## config.mk

```make
export PLATFORM = sky130hd
export DESIGN_NAME = capture_timer_setup
export DESIGN_NICKNAME = d
export VERILOG_FILES = /design/src/include/capture_timer_setup_pkg.sv /design/src/design/level_sync.sv /design/src/design/osc_div128.sv /design/src/design/capture_timer_setup.sv
export VERILOG_INCLUDE_DIRS = /design/src /design/src/include
export SDC_FILE = /design/constraint.sdc
export NUM_CORES = 1
export LEC_CHECK = 0
export ABC_AREA = 0
export BUFFER_PORTS_ARGS = -buffer_cell sky130_fd_sc_hd__buf_2
export CAP_MARGIN = 20
export CORE_ASPECT_RATIO = 0.7
export CORE_MARGIN = 3
export CORE_UTILIZATION = 55
export CTS_BUF_LIST = sky130_fd_sc_hd__clkbuf_16
export CTS_CLUSTER_DIAMETER = 60
export CTS_CLUSTER_SIZE = 24
export DETAILED_ROUTE_END_ITERATION = 6
export PLACE_DENSITY = 0.71
export SYNTH_ARGS = -nofsm -noshare
export SYNTH_HDL_FRONTEND = slang
export SYNTH_SLANG_ARGS = --single-unit
```

## constraint.sdc

```tcl
create_clock -name clk_sys -period 8.2 [get_ports clk_sys]
set_clock_uncertainty 0.15 [all_clocks]
set_input_delay 1.23 -clock clk_sys [delete_from_list [all_inputs] [get_ports clk_sys]]
set_output_delay 1.23 -clock clk_sys [all_outputs]
set_load 0.02 [all_outputs]
```

## src/include/capture_timer_setup_map.svh

```systemverilog
// Constants for the capture/compare timer: offsets, fields, resets, codes.
// Assumes a 32-bit classic Wishbone bus with byte addresses.
//
// Summary of operation
// - Clearing the standby bit makes timer active
// - Priority level zero disables timer interrupt
// - Request bit reads one while interrupt pending
// - Channel enable zero blocks channel flag interrupt
// - Wrap enable zero blocks wrap flag interrupt
// - Run bit zero stops the counter
// - Switch zero selects slow oscillator divided 128
// - Control 00 captures counter on rising edge
`ifndef CAPTURE_TIMER_SETUP_MAP_SVH
`define CAPTURE_TIMER_SETUP_MAP_SVH

// Register byte offsets
`define CTS_OFF_STANDBY   8'h00
`define CTS_OFF_IRQ_CTRL  8'h04
`define CTS_OFF_IRQ_EN    8'h08
`define CTS_OFF_MODE      8'h0c
`define CTS_OFF_COUNT_CTL 8'h10
`define CTS_OFF_FLAGS     8'h14
`define CTS_OFF_IO_CTL    8'h18
`define CTS_OFF_COUNTER   8'h1c
`define CTS_OFF_GEN_A     8'h20
`define CTS_OFF_GEN_B     8'h24
`define CTS_OFF_GEN_C     8'h28
`define CTS_OFF_GEN_D     8'h2c

// Field positions
`define CTS_BIT_STANDBY   5
`define CTS_BIT_PENDING   3
`define CTS_BIT_WRAP_EN   7
`define CTS_BIT_RUN       7
`define CTS_BIT_BUFFER    4
`define CTS_BIT_CLEAR_A   7
`define CTS_BIT_CAP_MODE  2
`define CTS_BIT_SWITCH    3
`define CTS_FLAG_A        0
`define CTS_FLAG_B        1
`define CTS_FLAG_C        2
`define CTS_FLAG_D        3
`define CTS_FLAG_WRAP     4

// Reset values
`define CTS_RST_STANDBY   1'b1
`define CTS_RST_LEVEL     3'h0
`define CTS_RST_BYTE      8'h00
`define CTS_RST_WORD      16'h0000
`define CTS_RST_FLAGS     5'h00
`define CTS_RST_PRE       5'h00

// Codes and counts
`define CTS_LEVEL_OFF     3'h0
`define CTS_EDGE_RISE     2'h0
`define CTS_EDGE_FALL     2'h1
`define CTS_SRC_DIV1      3'h0
`define CTS_SRC_DIV2      3'h1
`define CTS_SRC_DIV4      3'h2
`define CTS_SRC_DIV8      3'h3
`define CTS_SRC_DIV32     3'h4
`define CTS_WORD_MAX      16'hffff
`define CTS_DIV_HALF      6'h3f
`define CTS_DIV_ZERO      6'h00

`endif

```

## src/include/capture_timer_setup_pkg.sv

```systemverilog
// Types for the capture/compare timer.
// Assumes the constants header is compiled alongside.
package capture_timer_setup_pkg;

   // Two-stage synchroniser state
   typedef struct packed {
      logic stage1;
      logic stage2;
   } sync_state_t;

   // Divide-by-128 state
   typedef struct packed {
      logic [5:0] edge_cnt;
      logic       level;
      logic       osc_prev;
   } div_state_t;

   // Timer core state
   typedef struct packed {
      logic        ack;
      logic [31:0] rdata;
      logic        standby;
      logic [2:0]  level;
      logic        pending;
      logic [7:0]  irq_en;
      logic [7:0]  mode;
      logic [7:0]  count_ctl;
      logic [7:0]  io_ctl;
      logic [4:0]  flags;
      logic [15:0] counter;
      logic [15:0] gen_a;
      logic [15:0] gen_b;
      logic [15:0] gen_c;
      logic [15:0] gen_d;
      logic [4:0]  pre;
      logic        cap_prev;
      logic        irq;
   } timer_state_t;

endpackage

```

## src/design/level_sync.sv

```systemverilog
// Two flip-flop synchroniser for one level from another clock domain.
// Assumes the input toggles slower than clk_sys.
`timescale 1ns/10ps
`default_nettype none
module level_sync
(
   // Clock and reset
   input  wire logic clk_sys,
   input  wire logic rst_n,
   // Level in and out
   input  wire logic async_in,
   output logic      sync_out
);

   capture_timer_setup_pkg::sync_state_t st_reg;
   capture_timer_setup_pkg::sync_state_t st_next;

   // Shift through two stages
   always_comb
   begin
      st_next        = st_reg;
      st_next.stage1 = async_in;
      st_next.stage2 = st_reg.stage1;
   end

   // State register
   always_ff @(posedge clk_sys or negedge rst_n)
   begin
      if (!rst_n)
         st_reg <= '0;
      else
         st_reg <= st_next;
   end

   assign sync_out = st_reg.stage2;

endmodule
`default_nettype wire

```

## src/design/osc_div128.sv

```systemverilog
// Divides a synchronised slow oscillator level by 128.
// Assumes the oscillator runs well below half of clk_sys.
`include "capture_timer_setup_map.svh"
`timescale 1ns/10ps
`default_nettype none
module osc_div128
(
   // Clock and reset
   input  wire logic clk_sys,
   input  wire logic rst_n,
   // Oscillator in, divided level out
   input  wire logic osc_level,
   output logic      div_level
);

   capture_timer_setup_pkg::div_state_t st_reg;
   capture_timer_setup_pkg::div_state_t st_next;

   // Toggle the output every 64 rising oscillator edges
   always_comb
   begin
      st_next          = st_reg;
      st_next.osc_prev = osc_level;
      if (osc_level && !st_reg.osc_prev)
      begin
         if (st_reg.edge_cnt == `CTS_DIV_HALF)
         begin
            st_next.edge_cnt = `CTS_DIV_ZERO;
            st_next.level    = !st_reg.level;
         end
         else
            st_next.edge_cnt = st_reg.edge_cnt + 6'h01;
      end
   end

   // State register
   always_ff @(posedge clk_sys or negedge rst_n)
   begin
      if (!rst_n)
         st_reg <= '0;
      else
         st_reg <= st_next;
   end

   assign div_level = st_reg.level;

endmodule
`default_nettype wire

```

## src/design/capture_timer_setup.sv

```systemverilog
// Capture/compare timer with Wishbone register slave and interrupt request.
// Assumes a classic Wishbone master on clk_sys; oscillator and pin are async.
//
// The Wishbone slave port and the address map were chosen for this implementation.
`include "capture_timer_setup_map.svh"
`timescale 1ns/10ps
`default_nettype none
module capture_timer_setup
(
   // Clock and reset
   input  wire logic        clk_sys,
   input  wire logic        rst_n,
   // Wishbone slave
   input  wire logic        wb_cyc_i,
   input  wire logic        wb_stb_i,
   input  wire logic        wb_we_i,
   input  wire logic [7:0]  wb_adr_i,
   input  wire logic [3:0]  wb_sel_i,
   input  wire logic [31:0] wb_dat_i,
   output logic      [31:0] wb_dat_o,
   output logic             wb_ack_o,
   // Asynchronous inputs
   input  wire logic        slow_osc_clk,
   input  wire logic        capture_pin,
   // Interrupt request
   output logic             irq_request
);

   capture_timer_setup_pkg::timer_state_t s_reg;
   capture_timer_setup_pkg::timer_state_t s_next;

   logic       osc_sync;
   logic       pin_sync;
   logic       slow_osc_div128;

   // Synchronise both external levels
   level_sync u_osc_sync
   (
      .clk_sys  (clk_sys),
      .rst_n    (rst_n),
      .async_in (slow_osc_clk),
      .sync_out (osc_sync)
   );

   level_sync u_pin_sync
   (
      .clk_sys  (clk_sys),
      .rst_n    (rst_n),
      .async_in (capture_pin),
      .sync_out (pin_sync)
   );

   // Slow oscillator divided by 128
   osc_div128 u_div
   (
      .clk_sys   (clk_sys),
      .rst_n     (rst_n),
      .osc_level (osc_sync),
      .div_level (slow_osc_div128)
   );

   // Helper terms
   logic        req;
   logic        wr;
   logic [1:0]  edge_sel;
   logic        cap_src;
   logic        cap_edge;
   logic        tick;
   logic        counting;
   logic        cap_mode;
   logic        ev_a;
   logic [4:0]  flag_set;
   logic [4:0]  flag_clr;
   logic [4:0]  src_en;
   logic        set_ev;

   // Bus request and write strobe, write lands on the ack edge
   assign req = wb_cyc_i && wb_stb_i && !s_reg.ack;
   assign wr  = wb_cyc_i && wb_stb_i && wb_we_i && s_reg.ack;

   // Capture input selection and edge detect
   assign edge_sel = s_reg.io_ctl[1:0];
   assign cap_mode = s_reg.io_ctl[`CTS_BIT_CAP_MODE];
   assign cap_src  = s_reg.io_ctl[`CTS_BIT_SWITCH] ? pin_sync : slow_osc_div128;
   always_comb
   begin
      if (edge_sel == `CTS_EDGE_RISE)
         cap_edge = cap_src && !s_reg.cap_prev;
      else if (edge_sel == `CTS_EDGE_FALL)
         cap_edge = !cap_src && s_reg.cap_prev;
      else
         cap_edge = cap_src != s_reg.cap_prev;
   end

   // Count source prescaler tick
   always_comb
   begin
      unique case (s_reg.count_ctl[6:4])
         `CTS_SRC_DIV1:  tick = 1'b1;
         `CTS_SRC_DIV2:  tick = s_reg.pre[0];
         `CTS_SRC_DIV4:  tick = &s_reg.pre[1:0];
         `CTS_SRC_DIV8:  tick = &s_reg.pre[2:0];
         `CTS_SRC_DIV32: tick = &s_reg.pre;
         default:        tick = 1'b1;
      endcase
   end

   // Counter runs only when active and started
   assign counting = !s_reg.standby && s_reg.mode[`CTS_BIT_RUN] && tick;

   // Channel events
   always_comb
   begin
      flag_set = '0;
      if (!s_reg.standby)
      begin
         if (cap_mode)
            flag_set[`CTS_FLAG_A] = cap_edge;
         else
            flag_set[`CTS_FLAG_A] = counting && (s_reg.counter == s_reg.gen_a);
         flag_set[`CTS_FLAG_B] = counting && (s_reg.counter == s_reg.gen_b);
         flag_set[`CTS_FLAG_C] = counting && !s_reg.mode[`CTS_BIT_BUFFER]
                                 && (s_reg.counter == s_reg.gen_c);
         flag_set[`CTS_FLAG_D] = counting && (s_reg.counter == s_reg.gen_d);
         flag_set[`CTS_FLAG_WRAP] = counting && (s_reg.counter == `CTS_WORD_MAX);
      end
   end
   assign ev_a = flag_set[`CTS_FLAG_A];

   // Flags cleared by writing ones
   assign flag_clr = (wr && wb_adr_i == `CTS_OFF_FLAGS && wb_sel_i[0]) ?
                     wb_dat_i[4:0] : 5'h00;

   // Enabled sources and request event
   assign src_en = {s_reg.irq_en[`CTS_BIT_WRAP_EN], s_reg.irq_en[3:0]};
   assign set_ev = (|(flag_set & src_en)) && (s_reg.level != `CTS_LEVEL_OFF);

   // Next state
   always_comb
   begin
      s_next         = s_reg;
      s_next.ack     = req;
      s_next.pre     = s_reg.pre + 5'h01;
      s_next.cap_prev = cap_src;

      // Read data, captured with the request
      if (req)
      begin
         s_next.rdata = 32'h0000_0000;
         unique case (wb_adr_i)
            `CTS_OFF_STANDBY:   s_next.rdata[`CTS_BIT_STANDBY] = s_reg.standby;
            `CTS_OFF_IRQ_CTRL:  s_next.rdata[3:0] = {s_reg.pending, s_reg.level};
            `CTS_OFF_IRQ_EN:    s_next.rdata[7:0] = s_reg.irq_en;
            `CTS_OFF_MODE:      s_next.rdata[7:0] = s_reg.mode;
            `CTS_OFF_COUNT_CTL: s_next.rdata[7:0] = s_reg.count_ctl;
            `CTS_OFF_FLAGS:     s_next.rdata[4:0] = s_reg.flags;
            `CTS_OFF_IO_CTL:    s_next.rdata[7:0] = s_reg.io_ctl;
            `CTS_OFF_COUNTER:   s_next.rdata[15:0] = s_reg.counter;
            `CTS_OFF_GEN_A:     s_next.rdata[15:0] = s_reg.gen_a;
            `CTS_OFF_GEN_B:     s_next.rdata[15:0] = s_reg.gen_b;
            `CTS_OFF_GEN_C:     s_next.rdata[15:0] = s_reg.gen_c;
            `CTS_OFF_GEN_D:     s_next.rdata[15:0] = s_reg.gen_d;
            default:            s_next.rdata = 32'h0000_0000;
         endcase
      end

      // Counter and channel registers
      if (counting)
         s_next.counter = s_reg.counter + 16'h0001;
      if (ev_a && cap_mode)
      begin
         s_next.gen_a = s_reg.counter;
         if (s_reg.mode[`CTS_BIT_BUFFER])
            s_next.gen_c = s_reg.gen_a;
      end
      if (ev_a && s_reg.count_ctl[`CTS_BIT_CLEAR_A])
         s_next.counter = `CTS_RST_WORD;

      // Register writes
      if (wr)
      begin
         unique case (wb_adr_i)
            `CTS_OFF_STANDBY:
               if (wb_sel_i[0]) s_next.standby = wb_dat_i[`CTS_BIT_STANDBY];
            `CTS_OFF_IRQ_CTRL:
               if (wb_sel_i[0]) s_next.level = wb_dat_i[2:0];
            `CTS_OFF_IRQ_EN:
               if (wb_sel_i[0]) s_next.irq_en = wb_dat_i[7:0] & 8'h8f;
            `CTS_OFF_MODE:
               if (wb_sel_i[0]) s_next.mode = wb_dat_i[7:0];
            `CTS_OFF_COUNT_CTL:
               if (wb_sel_i[0]) s_next.count_ctl = wb_dat_i[7:0];
            `CTS_OFF_IO_CTL:
               if (wb_sel_i[0]) s_next.io_ctl = wb_dat_i[7:0];
            `CTS_OFF_COUNTER:
            begin
               if (wb_sel_i[0]) s_next.counter[7:0]  = wb_dat_i[7:0];
               if (wb_sel_i[1]) s_next.counter[15:8] = wb_dat_i[15:8];
            end
            `CTS_OFF_GEN_A:
            begin
               if (wb_sel_i[0]) s_next.gen_a[7:0]  = wb_dat_i[7:0];
               if (wb_sel_i[1]) s_next.gen_a[15:8] = wb_dat_i[15:8];
            end
            `CTS_OFF_GEN_B:
            begin
               if (wb_sel_i[0]) s_next.gen_b[7:0]  = wb_dat_i[7:0];
               if (wb_sel_i[1]) s_next.gen_b[15:8] = wb_dat_i[15:8];
            end
            `CTS_OFF_GEN_C:
            begin
               if (wb_sel_i[0]) s_next.gen_c[7:0]  = wb_dat_i[7:0];
               if (wb_sel_i[1]) s_next.gen_c[15:8] = wb_dat_i[15:8];
            end
            `CTS_OFF_GEN_D:
            begin
               if (wb_sel_i[0]) s_next.gen_d[7:0]  = wb_dat_i[7:0];
               if (wb_sel_i[1]) s_next.gen_d[15:8] = wb_dat_i[15:8];
            end
            default:
               s_next.rdata = s_next.rdata;
         endcase
      end

      // Flags: set wins over clear
      s_next.flags = (s_reg.flags & ~flag_clr) | flag_set;

      // Pending request held while an enabled flag stays set
      s_next.pending = set_ev || (s_reg.pending && (|(s_next.flags & src_en))
                       && (s_next.level != `CTS_LEVEL_OFF));
      s_next.irq     = s_next.pending;
   end

   // State register
   always_ff @(posedge clk_sys or negedge rst_n)
   begin
      if (!rst_n)
      begin
         s_reg           <= '0;
         s_reg.standby   <= `CTS_RST_STANDBY;
         s_reg.level     <= `CTS_RST_LEVEL;
         s_reg.flags     <= `CTS_RST_FLAGS;
         s_reg.pre       <= `CTS_RST_PRE;
      end
      else
         s_reg <= s_next;
   end

   // Outputs straight from flip-flops
   assign wb_ack_o    = s_reg.ack;
   assign wb_dat_o    = s_reg.rdata;
   assign irq_request = s_reg.irq;
endmodule
`default_nettype wire

```

==> results of run 1 <==
==> stage by stage <==
step | hold slack (ns) | utilization | worst slack [ns]
after floorplan | 0.181 | - | 4.84
after global placement | 0.185 | 0.594 | 4.12
after CTS | 0.200 | 0.630 | 4.48
final | 0.198 | 0.630 | 4.35
after detailed placement | 0.186 | 0.594 | 4.07
after global routing | 0.206 | 0.630 | 4.27
==> critical path, cell delays in order <==
cell	delay (ns)
buf_2	0.12
or4b_2	0.73
nor2_2	0.82
nand2_1	0.68
nor2_1	0.32
a21oi_1	0.07
==> power by group <==
part           internal (W)  switching, W
logic             0.0000544     0.0000951
registers          0.000787     0.0000327
clock network      0.000405      0.000298
==> cells by family after synthesis <==
| family | share of synthesized area |
|---|---|
| multiplexers | 0.136 |
| buffers and inverters | 0.0557 |
| other | 0.000451 |
| AND/OR/NAND/NOR | 0.129 |
| AO/OA/AOI/OAI | 0.116 |
| adder cells (fa/ha/maj) | 0.0105 |
| flip-flops | 0.464 |
| XOR/XNOR | 0.0886 |
==> layer usage <==
| metal | vias to the layer above | routed length [um] | global-route usage |
|---|---|---|---|
| li1 | 2839 | - | - |
| met4 | 4 | 672 | 0.101 |
| met2 | 433 | 10100 | 0.439 |
| met5 | - | 54 | 0 |
| met3 | 70 | 2990 | 0.0904 |
| met1 | 3288 | 10100 | 0.415 |
==> area by class of cell <==
cell class | count | area share
Clock buffer | 17 | 0.0471
Clock inverter | 14 | 0.0105
Inverter | 7 | 0.00291
Multi-Input combinational cell | 564 | 0.449
Sequential cell | 154 | 0.427
Tap cell | 190 | 0.0263
Timing Repair Buffer | 60 | 0.0367
==> synthesized netlist by cell type (2+ instances only) <==
| cell | number |
|---|---|
| dfrtp_1 | 153 |
| mux2_2 | 65 |
| nand2_1 | 64 |
| nor2_1 | 60 |
| xnor2_1 | 48 |
| clkbuf_1 | 43 |
| a21oi_1 | 38 |
| mux2i_1 | 38 |
| a22oi_1 | 36 |
| xor2_1 | 36 |
| buf_4 | 32 |
| nand4_1 | 26 |
| o31ai_1 | 19 |
| a222oi_1 | 12 |
| nor4_1 | 12 |
| and3_1 | 10 |
| nand3_1 | 10 |
| a31oi_1 | 9 |
| o21ai_0 | 8 |
| ha_1 | 7 |
| inv_1 | 6 |
| nor3_1 | 5 |
| a221oi_1 | 4 |
| buf_2 | 4 |
| o22a_1 | 4 |
| a22o_1 | 3 |
| nor2b_1 | 3 |
| or4b_1 | 3 |
| a21o_1 | 2 |
| and2_1 | 2 |
| and4b_1 | 2 |
| nand3b_1 | 2 |
| or4_1 | 2 |
| or4b_2 | 2 |
==> worst paths after layout <==
path,cells past startpoint,startpoint,to
worst max-delay path,6,wb_adr_i[4],s_reg[67]
worst min-delay path,0,u_pin_sync.st_next[0],u_pin_sync.sync_out
worst min register to register,0,u_pin_sync.st_next[0],u_pin_sync.sync_out
min in group asynchronous,1,rst_n,s_reg[117]
max in group asynchronous,2,rst_n,s_reg[111]
worst max register to register,6,s_reg[73],s_reg[73]
==> impl_metrics.ini, run 1 <==
[power]
vdd_drop_max_mv = 0.151
p_leak_nw = 4.05
power.total_w = 0.00167
pwr_density_cell_nw_per_um2 = 185

[drt]
route.detailed.drc = 1
viasPerCell = 6.59
post_drt_wl_per_cell_um = 23.7
dr.pass1.iters = 7
dr_total_vias = 6634
drt_iter0_drc = 850
drt_wl_total_um = 23900
ant_nets = 0

[layout]
layout_commonest_cell = dfrtp_1
antennaDiodeCount = 0
nNetsFinal = 862
num-fill-cells = 1118
register_area_um2 = 3850
final_area_um2 = 9020
drive_gt1_frac = 0.196
largest_register_ffs = 121
multi_input_area_um2 = 4050
layout_common_cells = 153 x dfrtp_1, 65 x mux2_2, 64 x nand2_1
syn2layout_area_growth_pct = 8.65
final-instance-count-excl-fill = 1006

[sta]
max-slew-margin-rel = 0.280
finalSetupViolations = 0
period_share = 0.470
rsz0062_at_grt = no
tightest_slew_ns = 1.08
slew_viol_final = 0
max_freq_ghz = 0.260
setup-tns-final_ns = 0
hold_viol = 0
fin_crit_ns = 3.85

[global_routing]
track_usage = 0.295
grt_max_degree = 80
grt_pass1_vias = 6499
gr-total-overflow = 0
grt_antenna_before_repair = 2
grt_first_pass_wirelength_um = 37300

[floorplanning]
die_y_um = 109
start_util = 0.580
die_w_um = 153
fp-row-count = 36
ios = 85
die_area_um2 = 16600
core_area_um2 = 14300

[logic_synthesis]
synth_edf_count = 0
avgSynthCellArea_um2 = 10.5
ys_ff_latch = 154
seq_area_frac_synth = 0.464
yosys.area.top_type_share = 0.461
yosysTopAreaCell = dfrtp_1
netlist_area_um2 = 8310
ys_types = 55
synthTopCellsByArea = dfrtp_1 46%, mux2_2 8.8%, xnor2_1 5.1%
synth_warnings = 0
synthFlopType = dfrtp_1
syn_inst = 791
async_flop_share = 1.00

[status]
violations = DRC
status = finished with violations

[placement]
dp.cells = 975
placed_area_um2 = 8500
numPortBuffers = 50
hpwl_um = 16900
gp_congestion = 0.972

[setup_path]
end_kind = flip-flop
cp-start-kind = primary input
worst-r2r-setup-slack_ns = 4.69
cp_max_fo = 18
required_ns = 8.33
path_class = in2reg
cp.arrival_ns = 3.98

[cts]
cts_buffers = 17
path_clk_slew_ns = 0.06
cts_max_level = 4
cts_buffer_depth = 2
post-cts-setup-buffer-count = 0
cts_num_sinks = 154
clk_latency_ns = 0.43
root_buffer = clkbuf_16
hold_buffers = 0
post_cts_resized = 0
cts_tree = built

[flow_run]
maxCapViolations = 0

[hold_path]
hold_class = reg2reg
(Power assumes the default switching activity.)
==> inputs of run 2 (changes only) <==
Settings changed: CORE_UTILIZATION 55 to 54, PLACE_DENSITY 0.71 to 0.73.
Clock period 8.2 ns to 3.3 ns, I/O delays scaled along.
==> run 2 against run 1 <==
Against the previous run: largest power group unchanged; highest routed layer is now met4; power rose to 2.6 times the previous value; die area grew 1.8%; sequential power increased by 150%; via count is 0.51% higher; largest cell class unchanged; register-to-register slack worse by 4.2 ns; the run now ends clean; setup slack lost 3.8 ns; final cell count increased by 2.0%; first-iteration DRC count rose by 18%; flip-flop and latch count unchanged; critical path type is now reg2reg.
==> impl_metrics.ini, run 2 (synthesis results as in run 1) <==
[status]
status = completed

[sta]
max-slew-margin-rel = 0.412
max_freq_ghz = 0.360
finalSetupViolations = 0
fin_crit_ns = 2.78
period_share = 0.842
hold_viol = 0
rsz0062_at_grt = no
setup-tns-final_ns = 0
slew_viol_final = 0
tightest_slew_ns = 0.879

[placement]
dp.cells = 993
hpwl_um = 17600
numPortBuffers = 50
gp_congestion = 0.949

[flow_run]
maxCapViolations = 0

[power]
pwr_density_cell_nw_per_um2 = 475
seqPwrFrac = 0.466
p_int_w = 0.00321
p_sw_frac = 0.266
switchingPower_w = 0.00116
vdd_drop_max_mv = 0.333
combPwrFrac = 0.089
p_leak_nw = 4.14
clockPowerShare = 0.445

[cts]
root_buffer = clkbuf_16
clk_latency_ns = 0.43
post_cts_resized = 0
path_clk_slew_ns = 0.06
cts_num_sinks = 154
cts_tree = built
cts_max_level = 4
cts_buffer_depth = 2
cts_buffers = 17

[setup_path]
cp-start-kind = flip-flop
cp_cell_sequence = xor2_1 -> nor4_1 -> nand4_1 -> o31ai_1 -> buf_4 -> and2_1 -> buf_4 -> o31ai_1
crit_family = simple AND/OR/NAND/NOR gates
cp.arrival_ns = 2.93
required_ns = 3.45
end_kind = flip-flop
critPathMaxStageDelay_ns = 0.60
cp_max_fo = 16
path_buf_inv = 2
crit_slowest_cell = nor4_1
path_class = reg2reg

[floorplanning]
fp-row-count = 37
die_area_um2 = 16900
start_util = 0.559
ios = 85
core_area_um2 = 14900
die_y_um = 110
die_w_um = 154

[layout]
nNetsFinal = 876
num-fill-cells = 1204
layout_common_cells = 153 x dfrtp_1, 65 x mux2_2, 64 x nand2_1
post-route-util = 0.619
layout_commonest_cell = dfrtp_1
drive_gt1_frac = 0.215
antennaDiodeCount = 0
final-instance-count-excl-fill = 1026
largest_register_ffs = 121
syn2layout_area_growth_pct = 10.8

[drt]
viasPerCell = 6.50
drt_wl_total_um = 25100
drt_iter0_drc = 1006
dr_total_vias = 6668
dr.pass1.iters = 7
post_drt_wl_per_cell_um = 24.5
ant_nets = 0
route.detailed.drc = 0

[global_routing]
grt_antenna_before_repair = 0
grt_pass1_vias = 6633
grt_first_pass_wirelength_um = 38800
gr-total-overflow = 0
grt_max_degree = 75
track_usage = 0.305

[hold_path]
hold_class = in2reg
## run 2: cell count changes in the layout (fill, tap and decap cells not counted), moves of 2 or more
cell and delta:
inv_6 +3, clkinv_1 -2, inv_1 -4, buf_4 +12
## run 2: final timing paths
check,startpoint,endpoint,slack (ns),depth (start not counted)
min,slow_osc_clk,u_osc_sync.st_next[0],0.02,1
max in group asynchronous,rst_n,s_reg[128],1.75,3
min reg2reg,u_osc_sync.st_next[0],u_osc_sync.sync_out,0.20,0
min in group asynchronous,rst_n,s_reg[126],0.45,2
max,s_reg[86],s_reg[73],0.52,8
max reg2reg,s_reg[86],s_reg[73],0.52,8
## run 2: cell type report
class / count / area, um2 / share of cell area
Tap cell: 195 / 244 / 0.0265
Timing Repair Buffer: 74 / 452 / 0.0491
Multi-Input combinational cell: 564 / 4050 / 0.440
Sequential cell: 154 / 3850 / 0.419
Inverter: 7 / 26.3 / 0.00285
Clock inverter: 15 / 150 / 0.0163
Clock buffer: 17 / 425 / 0.0462
## run 2: through the flow
stage / setup slack, ns / hold slack, ns / total power, W / instance area [um2]
2_1_floorplan: 0.672 / 0.0494 / 0.00232 / 8360
3_5_place_dp: 0.458 / 0.185 / 0.00245 / 8620
4_1_cts: 0.580 / 0.0120 / 0.00437 / 9200
5_1_grt: 0.308 / 0.0126 / 0.00451 / 9200
6_report: 0.522 / 0.0244 / 0.00437 / 9200
3_3_place_gp: 0.483 / 0.186 / 0.00243 / 8620
## run 2: power by group through the flow
stage	sequential, W	clock, W	combinational [W]
after floorplan	0.00202	0	0.000296
after global placement	0.00206	0	0.000370
after detailed placement	0.00207	0	0.000384
after CTS	0.00203	0.00196	0.000388
after global routing	0.00204	0.00204	0.000427
final	0.00203	0.00195	0.000389
## run 2: routing by layer
| layer | GRT usage | vias up | wire length [um] |
|---|---|---|---|
| met5 | 0 | - | 0 |
| met4 | 0.107 | 0 | 516 |
| met3 | 0.101 | 51 | 3440 |
| met2 | 0.419 | 447 | 10300 |
| met1 | 0.450 | 3298 | 10800 |
| li1 | - | 2872 | - |
## run 2: timing repair
item                      CTS  global route
hold endpoints to repair   53             0
setup buffers               0             0
hold buffers                1             0
